===== src/gphy_port_map.svh =====
// constants for the gigabit phy port: clock phases, delays, pin bit slots
// assumes a 200 MHz system clock; included by bare name
`ifndef GPHY_PORT_MAP_SVH
`define GPHY_PORT_MAP_SVH

`define SYS_CLK_PS      5000
`define TX_PH_RISE      3'h0
`define TX_PH_QUAD      3'h2
`define TX_PH_MID       3'h4
`define TX_PH_LAST      3'h7
`define OUT_DELAY_PS    2000
`define OUT_DELAY_CYC   (((`OUT_DELAY_PS) + (`SYS_CLK_PS) - 1) / (`SYS_CLK_PS))
`define CAL_TIME_PS     100000
`define CAL_CYC         (((`CAL_TIME_PS) + (`SYS_CLK_PS) - 1) / (`SYS_CLK_PS))
`define CAL_CNT_W       5
`define TAP_N           8
`define BUF_DEPTH       2
`define TX_WORD_W       9
`define TX_ERR_BIT      8
`define SYNC_W          14
`define SY_XRDY         13
`define SY_CLK          12
`define SY_DV           11
`define SY_ER           10
`define SY_COL          9
`define SY_CRS          8
`define NIB_ZERO        4'h0
`define BYTE_ZERO       8'h00

`endif


===== src/gphy_pkg.sv =====
// types shared by the gigabit phy port modules
// assumes gphy_port_map.svh for all numeric constants
package gphy_pkg;
  typedef enum logic {CAL_BUSY, CAL_DONE} cal_state_t;
  typedef logic [2:0] tx_phase_t;
  typedef logic [2:0] tap_sel_t;
  typedef logic [7:0] byte_t;
  typedef logic [3:0] nibble_t;
endpackage


===== src/stream_if.sv =====
// valid/ready word carrier between the port modules
// assumes one clock shared by both ends
`timescale 1ns/10ps
interface stream_if #(parameter int WIDTH = 9);
  logic [WIDTH-1:0] data;
  logic             valid;
  logic             ready;
  modport src (output data, output valid, input ready);
  modport snk (input data, input valid, output ready);
endinterface // stream_if


===== src/gphy_port.sv =====
// gigabit phy port: byte-wide or reduced ddr pins, forwarded tx clock, rx capture
// assumes sys_clk 200 MHz; phy rx clock and async pins are sampled, not used as clocks
// Contract
// - all transmit logic and the user tx stream run on one reference clock.
// - byte-wide tx data and control leave from output flip-flops.
// - forwarded tx clock comes from a register aligned with the data.
// - byte-wide forwarded clock is the inverse of the tx reference.
// - collision and carrier sense are treated as asynchronous and synchronised.
// - sampled phy rx clock edges time all receive capture; the user rx port runs on sys_clk.
// - byte-wide rx inputs sampled at rx clock edge with adjustable delay.
// - reduced tx data and control driven from double-rate output registers.
// - with output delay, forwarded reduced clock lags data by one 5 ns sys_clk cycle.
// - without output delay, forwarded reduced clock comes from quadrature reference.
// - quadrature reference drives only the forwarded clock, never data.
// - reduced rx inputs sampled on rx clock edges with tunable delay.
// - tx reference may be shared; each instance keeps its own rx clock.
// - one delay calibration controller per instance, used only with shared logic.
`timescale 1ns/10ps
`include "gphy_port_map.svh"
module gphy_port #(parameter bit SHARED_LOGIC = 1'b1) (
  input  wire logic              sys_clk,
  input  wire logic              nrst,
  input  wire logic              mode_reduced,
  input  wire logic              has_out_delay,
  input  wire gphy_pkg::tap_sel_t rx_delay_taps,
  input  wire logic              ext_delay_ready,
  input  wire gphy_pkg::byte_t   tx_data,
  input  wire logic              tx_err,
  input  wire logic              tx_valid,
  output logic                   tx_ready,
  output gphy_pkg::byte_t        rx_data,
  output logic                   rx_valid,
  output logic                   rx_err,
  output logic                   col_sync,
  output logic                   crs_sync,
  output logic                   delay_ready,
  output gphy_pkg::byte_t        phy_txd,
  output logic                   phy_tx_en,
  output logic                   phy_tx_er,
  output logic                   phy_tx_clk,
  input  wire gphy_pkg::byte_t   phy_rxd,
  input  wire logic              phy_rx_dv,
  input  wire logic              phy_rx_er,
  input  wire logic              phy_rx_clk,
  input  wire logic              phy_col,
  input  wire logic              phy_crs
);
  import gphy_pkg::*;

  stream_if #(.WIDTH(`TX_WORD_W)) in_if ();
  stream_if #(.WIDTH(`TX_WORD_W)) out_if ();

  // tx reference phase and its quadrature copy
  tx_phase_t                phase_reg, phase_next, phase_shift;
  logic                     tx_ref, tx_ref_q;
  logic [`OUT_DELAY_CYC-1:0] ref_line_reg, ref_line_next;
  logic [`OUT_DELAY_CYC:0]  ref_cat;
  logic [`TX_WORD_W-1:0]    tx_word_reg, tx_word_next;
  logic                     tx_act_reg, tx_act_next;
  byte_t                    txd_next;
  logic                     tx_en_next, tx_er_next, tx_clk_next;

  // rx capture state
  logic [`SYNC_W-1:0] sy;
  logic               rx_clk_prev_reg;
  logic               rx_rise, rx_fall, rise_dly, fall_dly;
  logic [`TAP_N-1:0]  rise_line_reg, rise_line_next, fall_line_reg, fall_line_next;
  byte_t              rx_data_reg, rx_data_next;
  logic               rx_valid_reg, rx_valid_next, rx_err_reg, rx_err_next;
  nibble_t            lo_nib_reg, lo_nib_next;
  logic               lo_ctl_reg, lo_ctl_next;

  // calibration controller
  cal_state_t           cal_state_reg, cal_state_next;
  logic [`CAL_CNT_W-1:0] cal_cnt_reg, cal_cnt_next;

  assign in_if.data  = {tx_err, tx_data};
  assign in_if.valid = tx_valid;
  assign tx_ready    = in_if.ready;

  word_buffer #(.WIDTH(`TX_WORD_W), .DEPTH(`BUF_DEPTH)) u_tx_buf (
    .sys_clk (sys_clk),
    .nrst    (nrst),
    .fill    (in_if.snk),
    .drain   (out_if.src)
  );

  pin_sync #(.WIDTH(`SYNC_W)) u_sync (
    .sys_clk (sys_clk),
    .nrst    (nrst),
    .pin     ({ext_delay_ready, phy_rx_clk, phy_rx_dv, phy_rx_er, phy_col, phy_crs, phy_rxd}),
    .level   (sy)
  );

  // one word taken per reference period, at its rising phase
  assign out_if.ready = (phase_reg == `TX_PH_RISE);
  assign tx_ref       = (phase_reg < `TX_PH_MID);
  assign phase_shift  = tx_phase_t'(phase_reg - `TX_PH_QUAD);
  assign tx_ref_q     = (phase_shift < `TX_PH_MID);
  assign ref_cat      = {ref_line_reg, tx_ref};

  always_comb begin
    phase_next    = tx_phase_t'(phase_reg + 1'b1);
    ref_line_next = ref_cat[`OUT_DELAY_CYC-1:0];
    tx_word_next  = tx_word_reg;
    tx_act_next   = tx_act_reg;
    txd_next      = phy_txd;
    tx_en_next    = phy_tx_en;
    tx_er_next    = phy_tx_er;
    if (phase_reg == `TX_PH_RISE) begin
      tx_act_next  = out_if.valid;
      tx_word_next = out_if.valid ? out_if.data : '0;
    end
    if (!mode_reduced) begin
      tx_clk_next = ~tx_ref;
      if (phase_reg == `TX_PH_RISE) begin
        txd_next   = tx_word_next[7:0];
        tx_en_next = tx_act_next;
        tx_er_next = tx_act_next & tx_word_next[`TX_ERR_BIT];
      end
    end else begin
      // quadrature copy only ever reaches the clock pin
      tx_clk_next = has_out_delay ? ref_line_reg[`OUT_DELAY_CYC-1] : tx_ref_q;
      tx_er_next  = 1'b0;
      if (phase_reg == `TX_PH_RISE) begin
        txd_next   = {`NIB_ZERO, tx_word_next[3:0]};
        tx_en_next = tx_act_next;
      end else if (phase_reg == `TX_PH_MID) begin
        txd_next   = {`NIB_ZERO, tx_word_reg[7:4]};
        tx_en_next = tx_act_reg ^ (tx_act_reg & tx_word_reg[`TX_ERR_BIT]);
      end
    end
  end

  always_ff @(posedge sys_clk) begin
    if (!nrst) begin
      phase_reg    <= `TX_PH_RISE;
      ref_line_reg <= '0;
      tx_word_reg  <= '0;
      tx_act_reg   <= 1'b0;
      phy_txd      <= `BYTE_ZERO;
      phy_tx_en    <= 1'b0;
      phy_tx_er    <= 1'b0;
      phy_tx_clk   <= 1'b0;
    end else begin
      phase_reg    <= phase_next;
      ref_line_reg <= ref_line_next;
      tx_word_reg  <= tx_word_next;
      tx_act_reg   <= tx_act_next;
      phy_txd      <= txd_next;
      phy_tx_en    <= tx_en_next;
      phy_tx_er    <= tx_er_next;
      phy_tx_clk   <= tx_clk_next;
    end
  end

  // calibration runs in every instance; its result is used only where this instance owns the shared logic
  always_comb begin
    cal_state_next = cal_state_reg;
    cal_cnt_next   = cal_cnt_reg;
    unique case (cal_state_reg)
      CAL_BUSY: begin
        if (cal_cnt_reg == `CAL_CNT_W'(`CAL_CYC - 1)) begin
          cal_state_next = CAL_DONE;
        end else begin
          cal_cnt_next = `CAL_CNT_W'(cal_cnt_reg + 1'b1);
        end
      end
      CAL_DONE: begin
        cal_cnt_next = cal_cnt_reg;
      end
    endcase
  end

  always_ff @(posedge sys_clk) begin
    if (!nrst) begin
      cal_state_reg <= CAL_BUSY;
      cal_cnt_reg   <= '0;
    end else begin
      cal_state_reg <= cal_state_next;
      cal_cnt_reg   <= cal_cnt_next;
    end
  end

  assign delay_ready = SHARED_LOGIC ? (cal_state_reg == CAL_DONE) : sy[`SY_XRDY];
  assign col_sync    = sy[`SY_COL];
  assign crs_sync    = sy[`SY_CRS];

  // rx edges found on the settled clock level, own clock per instance
  assign rx_rise  = sy[`SY_CLK] & ~rx_clk_prev_reg;
  assign rx_fall  = ~sy[`SY_CLK] & rx_clk_prev_reg;
  assign rise_dly = rise_line_reg[rx_delay_taps];
  assign fall_dly = fall_line_reg[rx_delay_taps];

  always_comb begin
    rise_line_next = {rise_line_reg[`TAP_N-2:0], rx_rise};
    fall_line_next = {fall_line_reg[`TAP_N-2:0], rx_fall};
    rx_data_next   = rx_data_reg;
    rx_err_next    = rx_err_reg;
    rx_valid_next  = 1'b0;
    lo_nib_next    = lo_nib_reg;
    lo_ctl_next    = lo_ctl_reg;
    // nothing captured until the delay taps are calibrated
    if (delay_ready) begin
      if (!mode_reduced) begin
        if (rise_dly) begin
          rx_data_next  = sy[7:0];
          rx_valid_next = sy[`SY_DV];
          rx_err_next   = sy[`SY_ER];
        end
      end else begin
        if (rise_dly) begin
          lo_nib_next = sy[3:0];
          lo_ctl_next = sy[`SY_DV];
        end
        if (fall_dly) begin
          rx_data_next  = {sy[3:0], lo_nib_reg};
          rx_valid_next = lo_ctl_reg;
          rx_err_next   = lo_ctl_reg ^ sy[`SY_DV];
        end
      end
    end
  end

  always_ff @(posedge sys_clk) begin
    if (!nrst) begin
      rx_clk_prev_reg <= 1'b0;
      rise_line_reg   <= '0;
      fall_line_reg   <= '0;
      rx_data_reg     <= `BYTE_ZERO;
      rx_valid_reg    <= 1'b0;
      rx_err_reg      <= 1'b0;
      lo_nib_reg      <= `NIB_ZERO;
      lo_ctl_reg      <= 1'b0;
    end else begin
      rx_clk_prev_reg <= sy[`SY_CLK];
      rise_line_reg   <= rise_line_next;
      fall_line_reg   <= fall_line_next;
      rx_data_reg     <= rx_data_next;
      rx_valid_reg    <= rx_valid_next;
      rx_err_reg      <= rx_err_next;
      lo_nib_reg      <= lo_nib_next;
      lo_ctl_reg      <= lo_ctl_next;
    end
  end

  assign rx_data  = rx_data_reg;
  assign rx_valid = rx_valid_reg;
  assign rx_err   = rx_err_reg;
endmodule // gphy_port


===== src/pin_sync.sv =====
// three-stage synchroniser per bit, output follows once stages two and three agree
// assumes inputs asynchronous to sys_clk
`timescale 1ns/10ps
module pin_sync #(parameter int WIDTH = 1) (
  input  wire logic             sys_clk,
  input  wire logic             nrst,
  input  wire logic [WIDTH-1:0] pin,
  output logic      [WIDTH-1:0] level
);
  genvar i;
  generate
    for (i = 0; i < WIDTH; i++) begin : g_bit
      logic s1_reg, s2_reg, s3_reg, lvl_reg, lvl_next;
      always_comb begin
        lvl_next = (s2_reg == s3_reg) ? s3_reg : lvl_reg;
      end
      // first stage feeds only the second
      always_ff @(posedge sys_clk) begin
        if (!nrst) begin
          s1_reg  <= 1'b0;
          s2_reg  <= 1'b0;
          s3_reg  <= 1'b0;
          lvl_reg <= 1'b0;
        end else begin
          s1_reg  <= pin[i];
          s2_reg  <= s1_reg;
          s3_reg  <= s2_reg;
          lvl_reg <= lvl_next;
        end
      end
      assign level[i] = lvl_reg;
    end
  endgenerate
endmodule // pin_sync


===== src/word_buffer.sv =====
// small fifo of registered words with valid/ready on both sides
// assumes DEPTH is a power of two; both sides on sys_clk
`timescale 1ns/10ps
module word_buffer #(parameter int WIDTH = 9, parameter int DEPTH = 2) (
  input  wire logic sys_clk,
  input  wire logic nrst,
  stream_if.snk     fill,
  stream_if.src     drain
);
  localparam int AW = (DEPTH > 1) ? $clog2(DEPTH) : 1;
  logic [WIDTH-1:0] mem_reg [DEPTH];
  logic [AW-1:0]    wr_reg, wr_next, rd_reg, rd_next;
  logic [AW:0]      cnt_reg, cnt_next;
  logic             push, pop;

  assign fill.ready  = (cnt_reg != (AW+1)'(DEPTH));
  assign drain.valid = (cnt_reg != '0);
  assign drain.data  = mem_reg[rd_reg];
  assign push        = fill.valid & fill.ready;
  assign pop         = drain.valid & drain.ready;

  always_comb begin
    wr_next  = push ? AW'(wr_reg + 1'b1) : wr_reg;
    rd_next  = pop ? AW'(rd_reg + 1'b1) : rd_reg;
    cnt_next = (AW+1)'(cnt_reg + push - pop);
  end

  always_ff @(posedge sys_clk) begin
    if (!nrst) begin
      wr_reg  <= '0;
      rd_reg  <= '0;
      cnt_reg <= '0;
    end else begin
      wr_reg  <= wr_next;
      rd_reg  <= rd_next;
      cnt_reg <= cnt_next;
    end
  end

  // storage needs no reset, count guards it
  always_ff @(posedge sys_clk) begin
    if (push) begin
      mem_reg[wr_reg] <= fill.data;
    end
  end
endmodule // word_buffer

===== config.mk =====
export PLATFORM = sky130hd
export DESIGN_NAME = gphy_port
export DESIGN_NICKNAME = d
export VERILOG_FILES = /design/src/gphy_pkg.sv /design/src/stream_if.sv /design/src/gphy_port.sv /design/src/pin_sync.sv /design/src/word_buffer.sv
export VERILOG_INCLUDE_DIRS = /design/src
export SDC_FILE = /design/constraint.sdc
export NUM_CORES = 1
export LEC_CHECK = 0
export ABC_CLOCK_PERIOD_IN_PS = 3100
export BUFFER_PORTS_ARGS = -buffer_cell sky130_fd_sc_hd__buf_2
export CAP_MARGIN = 20
export CORE_MARGIN = 3
export CORE_UTILIZATION = 40
export CTS_CLUSTER_SIZE = 25
export DETAILED_ROUTE_END_ITERATION = 7
export MAX_ROUTING_LAYER = met4
export PLACE_DENSITY_LB_ADDON = 0.3
export REMOVE_ABC_BUFFERS = 1
export SLEW_MARGIN = 20
export SYNTH_ARGS = -nofsm -noshare
export SYNTH_HDL_FRONTEND = slang
export SYNTH_SLANG_ARGS = --single-unit

===== constraint.sdc =====
create_clock -name sys_clk -period 3.1 [get_ports sys_clk]
set_clock_uncertainty 0.15 [all_clocks]
set_input_delay 0 -clock sys_clk [delete_from_list [all_inputs] [get_ports sys_clk]]
set_output_delay 0 -clock sys_clk [all_outputs]
set_load 0.02 [all_outputs]

[Word level (Yosys, flattened, before mapping)]
Memories as Yosys holds them, arrays and structs flattened. A register that Yosys moved wholly into a read port is not among the register bits.
Index checks and enable logic that the tools add are counted.
Operators by class
  muxes and demuxes: 34
  $add $sub $neg: 7
  reductions and logical operators: 11
  bitwise logic cells: 13
  magnitude comparators: 3
  equal/unequal tests: 18
Operator list (count)
  8-bit 2-to-1 mux: 7
  1-bit 2-to-1 mux: 21
  9-bit 2-to-1 mux: 2
  1-bit == test: 13
  5-bit 2-to-1 mux: 2
  2-bit nonzero test: 4
  1-bit AND: 6
  1-bit binary-select mux with 3-bit select: 2
  3-bit < comparator (second input constant): 2
  2-bit AND reduction: 3
  3-bit AND reduction: 2
  5-bit by 1-bit adder with 5-bit output (second input constant): 1
  5-bit == test (second input constant): 1
  1-bit inverter: 5
  3-bit by 4-bit < comparator with 1-bit output (second input constant): 1
  2-bit inequality test (second input constant): 2
  3-bit by 1-bit adder with 3-bit output (second input constant): 1
  3-bit == test (second input constant): 1
  3-bit zero test: 1
  3-bit by 2-bit subtractor with 3-bit output (second input constant): 1
  1-bit adder (second input constant): 2
  2-bit by 1-bit adder with 2-bit output: 1
  2-bit by 1-bit inequality test with 1-bit output (second input constant): 1
  2-bit OR reduction: 1
  other kinds (2): 3
Storage, ports and cells
  logic and storage cells: 160
  register bits: 119
  memories kept: 1
  bits in writable memories: 18
  output and inout port bits: 25
Memory list
  u_tx_buf.mem_reg: depth 2, width 9, read ports 1, clocked after memory_dff 1, write ports 1, RTL line word_buffer.sv:11  | logic [WIDTH-1:0] mem_reg [DEPTH];

[Depth between registers and ports, before layout]
  depth in word-level cells: 5
  gate-level depth with buffers: 12
  gate-level depth less buffers: 11

[Cells and area by module]
Synthesis repeated with hierarchy kept, for this count alone.
Second synthesis, totals
  cells, all modules: 479
  area total of the unflattened synthesis: 5210.0 µm²
By module, submodules not included
  gphy_port: cells each 267, area each 2521.2 µm², instances 1
  pin_sync: cells each 160, area each 1804.2 µm², instances 1
  word_buffer: cells each 52, area each 884.6 µm², instances 1

[Worst setup path before layout]
OpenSTA, ideal clock, no wires.
  path type: reg-to-reg
  start: reg phase_reg[0]
  end: reg u_tx_buf.cnt_reg[1]
  arrival: 1.939 ns
  data required time: 2.835 ns
  setup slack: 0.896 ns
  cell stages (with the launch flop): 13
  setup time: 0.115 ns
  path through: dfxtp_1 > inv_1 > ha_1 > nand2b_4 > or2_1 > buf_2 > clkinv_2 > ha_1 > inv_1 > ha_1 > xnor2_1 > xnor2_1 > and2_1
Between the ends
  word-level cells in the longest chain between the ends: 3
Ends and longest elaborated chain
  from (decl): RTL line gphy_port.sv:54  | tx_phase_t phase_reg, phase_next, phase_shift;
  from (signal assigned): RTL line gphy_port.sv:137  | phase_reg <= `TX_PH_RISE;
  from (signal assigned): RTL line gphy_port.sv:146  | phase_reg <= phase_next;
  3-bit zero test (no line)
  1-bit AND: RTL line word_buffer.sv:20  | assign pop = drain.valid & drain.ready;
  via u_tx_buf.pop: RTL line word_buffer.sv:14  | logic push, pop;
  2-bit by 1-bit subtractor with 2-bit output: RTL line word_buffer.sv:25  | cnt_next = (AW+1)'(cnt_reg + push - pop);
  to (signal assigned): RTL line word_buffer.sv:36  | cnt_reg <= cnt_next;
  to (decl): RTL line word_buffer.sv:13  | logic [AW:0] cnt_reg, cnt_next;
The timed path passes the listed nets, and every way through them passes these cells.
A chain may end at the register's enable or synchronous reset.

[Worst setup path in the final report]
  start: reg phase_reg[1]
  end: reg u_tx_buf.cnt_reg[1]
Same word-level chain as after synthesis.

==> results by group <==
Floorplanning
  – # IOs: 56
  – Core area: 11760 µm²
  – Starting Density: 42.03%
  – Overall die height: 117.2 µm
  – Die width: 117.2 µm
  – Die area: 13730 µm²
  – FP Rows: 39

STA
  – Final Hold Vio Count: 0
  – Final WS setup: 591.6 ps
  – Final TNS setup: 0 ps
  – RSZ-0062 raised after global routing: false
  – Relative slew slack: 37.29%
  – Slew at the pin closest to its max-slew limit: 933.6 ps
  – Finish-stage setup viols: 0
  – Period Utilization, post-route: 80.92%
  – Fmax: 0.3987 GHz
  – Final min period: 2508 ps
  – Fin. max-slew vios: 0

Synthesis
  – Register bit count reported by yosys: about 140
  – Avg Cell Area, Syn: roughly 11 µm²
  – Register area share after synthesis: 58.73%
  – Cell Area, Synth: 4942 µm²
  – Area share of the largest cell type after synthesis: between 40% and 50%
  – Mapped Cells: 442
  – Synth top area cells: dfxtp_1 (48%), edfxtp_1 (11%), and2_1 (8.7%), mux2i_1 (3.4%), nand2_1 (3.0%)
  – Async set-reset flop share out of synthesis: 0%
  – Biggest area consumer among synthesized cells: dfxtp_1
  – Count of cell types in the netlist: 49
  – YS warnings: 0
  – Main flop type after synthesis: dfxtp_1
  – Post-synth EDFFs: 18

Critical path
  – Max FO, Critical Path: 13
  – Reg2Reg Capture Point: u_tx_buf.cnt_reg[1]
  – Critical path startpoint: phase_reg[1]
  – WP data required: between 3000 and 4000 ps
  – R2R cell count: 11
  – Data arrival, critical path: 2660 ps
  – Crit path kind: flip-flop to flip-flop
  – Reg2Reg Setup Slack: 590 ps
  – Worst setup path endpoint: u_tx_buf.cnt_reg[1]
  – Critical path capture point type: flip-flop
  – Worst setup SP type: flip-flop
  – Origin of the critical flop-to-flop path: phase_reg[1]

Clock tree
  – Clk root buf: clkbuf_16
  – H-tree depth: 4
  – CTS Buf Count: 17
  – TritonCTS clock tree: done
  – Clock Sinks: 136
  – Clock Path Buffers: 2
  – CTS resizes: 0
  – Clk slew on worst S/H paths: 60 ps
  – Skew-Pair Late Insertion Delay: roughly 400 ps

Drt
  – DR vias/cell: 4.667
  – DRT antenna net count: 0
  – DRT iter0 DRCs: 143
  – Routed WL: 8649 µm
  – Remaining DRCs: 0
  – Wire length per cell: about 12 µm
  – DR pass1 iterations: 4
  – Via count: ~3300

Layout
  – Fill cell count: around 1100
  – Most common cell after layout, fill and taps aside: dfxtp_1
  – Share of cells above drive strength 1: 19.52%
  – Max reg flops: 18
  – Commonest non-fill, non-tap cells in the layout: dfxtp_1 (118), and2_1 (69), buf_2 (54)
  – Register area: between 2000 and 3000 µm²
  – Diodes inserted: 0
  – NumNets Final: between 500 and 600
  – Syn-to-layout area delta: 24.96%
  – Footprint of the multi-input gates: around 1900 µm²
  – Final core utilization: 52.52%

Power and ir drop
  – LEAKAGE: 2.527 nW
  – Worst vdd ir: 357.2 µV
  – Pwr dens: 692.0 nW/µm²

Placement
  – DP HPWL: between 5000 and 6000 µm
  – Final Wtd Congestion: roughly 0.76
  – Port Buffer Count: 54
  – Worst slack, placed: 589.7 ps

Global routing
  – Vias in the first global route: 3227
  – Gr ovfl total: 0
  – Initial antenna violation count: 0
  – GRT Util Overall: 14.45%
  – Largest net degree at the start of global routing: 56
  – First-pass GRT wire length: ~15000 µm

Flow run
  – Max-cap violations: 0

Status
  – Outcome: complete, no violations

Min path
  – Hold Crit Depth: 5
  – Type of the worst min-delay path: primary input to flip-flop
==> stage by stage <==
step / area [µm²] / std cells / total power, W / hold slack, ps
finish: 6176 / 702 / 0.004273 / 81.76
global route: 6176 / 702 / 0.004482 / 98.97
CTS: 6176 / 702 / 0.004330 / 79.20
detailed placement: 5345 / 642 / 0.002448 / 42.07
global placement: 5345 / 642 / 0.002425 / 38.15
floorplan: 4840 / 420 / 0.002296 / -51.13
==> worst min path at each step <==
stage                      start                     end  slack (ps)
floorplan             tx_data[0]  u_tx_buf.mem_reg[0][0]         -50
global placement      tx_data[7]  u_tx_buf.mem_reg[0][7]          40
detailed placement    tx_data[7]  u_tx_buf.mem_reg[1][7]          40
CTS                 mode_reduced           lo_nib_reg[3]          80
global route        mode_reduced              lo_ctl_reg         100
finish              mode_reduced           lo_nib_reg[3]          80
==> report_power, final <==
group	leakage [nW]	total, W	internal (W)	switching (W)
Sequential	1.13	0.00198	0.00192	0.0000664
Combinational	1.13	0.000448	0.000215	0.000233
Clock	0.270	0.00184	0.00119	0.000656
Total	2.53	0.00427	0.00332	0.000955
==> logic make-up (layout without fill, tap and decap cells) <==
family	Yosys count	after routing	synth area share, %
buf+inv	31	127	2.785
flops	136	136	58.73
simple gates	150	150	17.47
mux	30	30	6.557
xor+xnor	9	9	1.595
compound gates	81	81	11.59
fa+ha+maj	5	5	1.266
==> final cells by class <==
class	count	area share, %
timing repair buffer	86	9.400
multi-input combinational	275	30.79
sequential	136	47.00
clock buffer	29	8.266
tap	164	3.323
clock inverter	3	0.6483
inverter	9	0.5673
==> worst max-delay path, cell delays in order (launching register included) <==
cell and delay [ps]:
dfxtp_1 360, inv_1 70, ha_1 250, nand2b_4 170
or2_1 230, clkinv_2 190, ha_1 320, inv_1 40
ha_1 200, xnor2_1 200, xnor2_1 90, and2_1 150
==> synth_stat cells (2+ instances only) <==
cell / n
dfxtp_1: 118
and2_1: 69
nand2_1: 40
o21ai_0: 25
a21boi_0: 19
edfxtp_1: 18
mux2i_1: 17
nor2b_1: 17
clkbuf_1: 15
mux2_2: 11
inv_1: 8
nor2_1: 8
o311a_1: 8
xnor2_1: 7
ha_1: 5
o21ai_1: 5
buf_2: 4
a21oi_1: 3
a22oi_1: 3
a31oi_1: 3
a211o_1: 2
a21boi_1: 2
and3_1: 2
buf_6: 2
mux2_4: 2
nand2b_1: 2
nand3_1: 2
nor4_4: 2
o22ai_2: 2
xor2_1: 2
==> metal layers <==
layer / track usage, % / routed length [µm] / vias up
met5: - / 0 / -
met3: 5.039 / 351 / 16
li1: - / - / 1674
met4: 6.193 / 182 / 0
met1: 17.02 / 3953 / 1532
met2: 22.44 / 4162 / 54
==> timing repair <==
action | CTS | global route
hold buffers | 28 | 0
buffers inserted | 0 | 0
hold endpoints to repair | 63 | 0
Note: power is estimated with default switching activity, not from simulation.
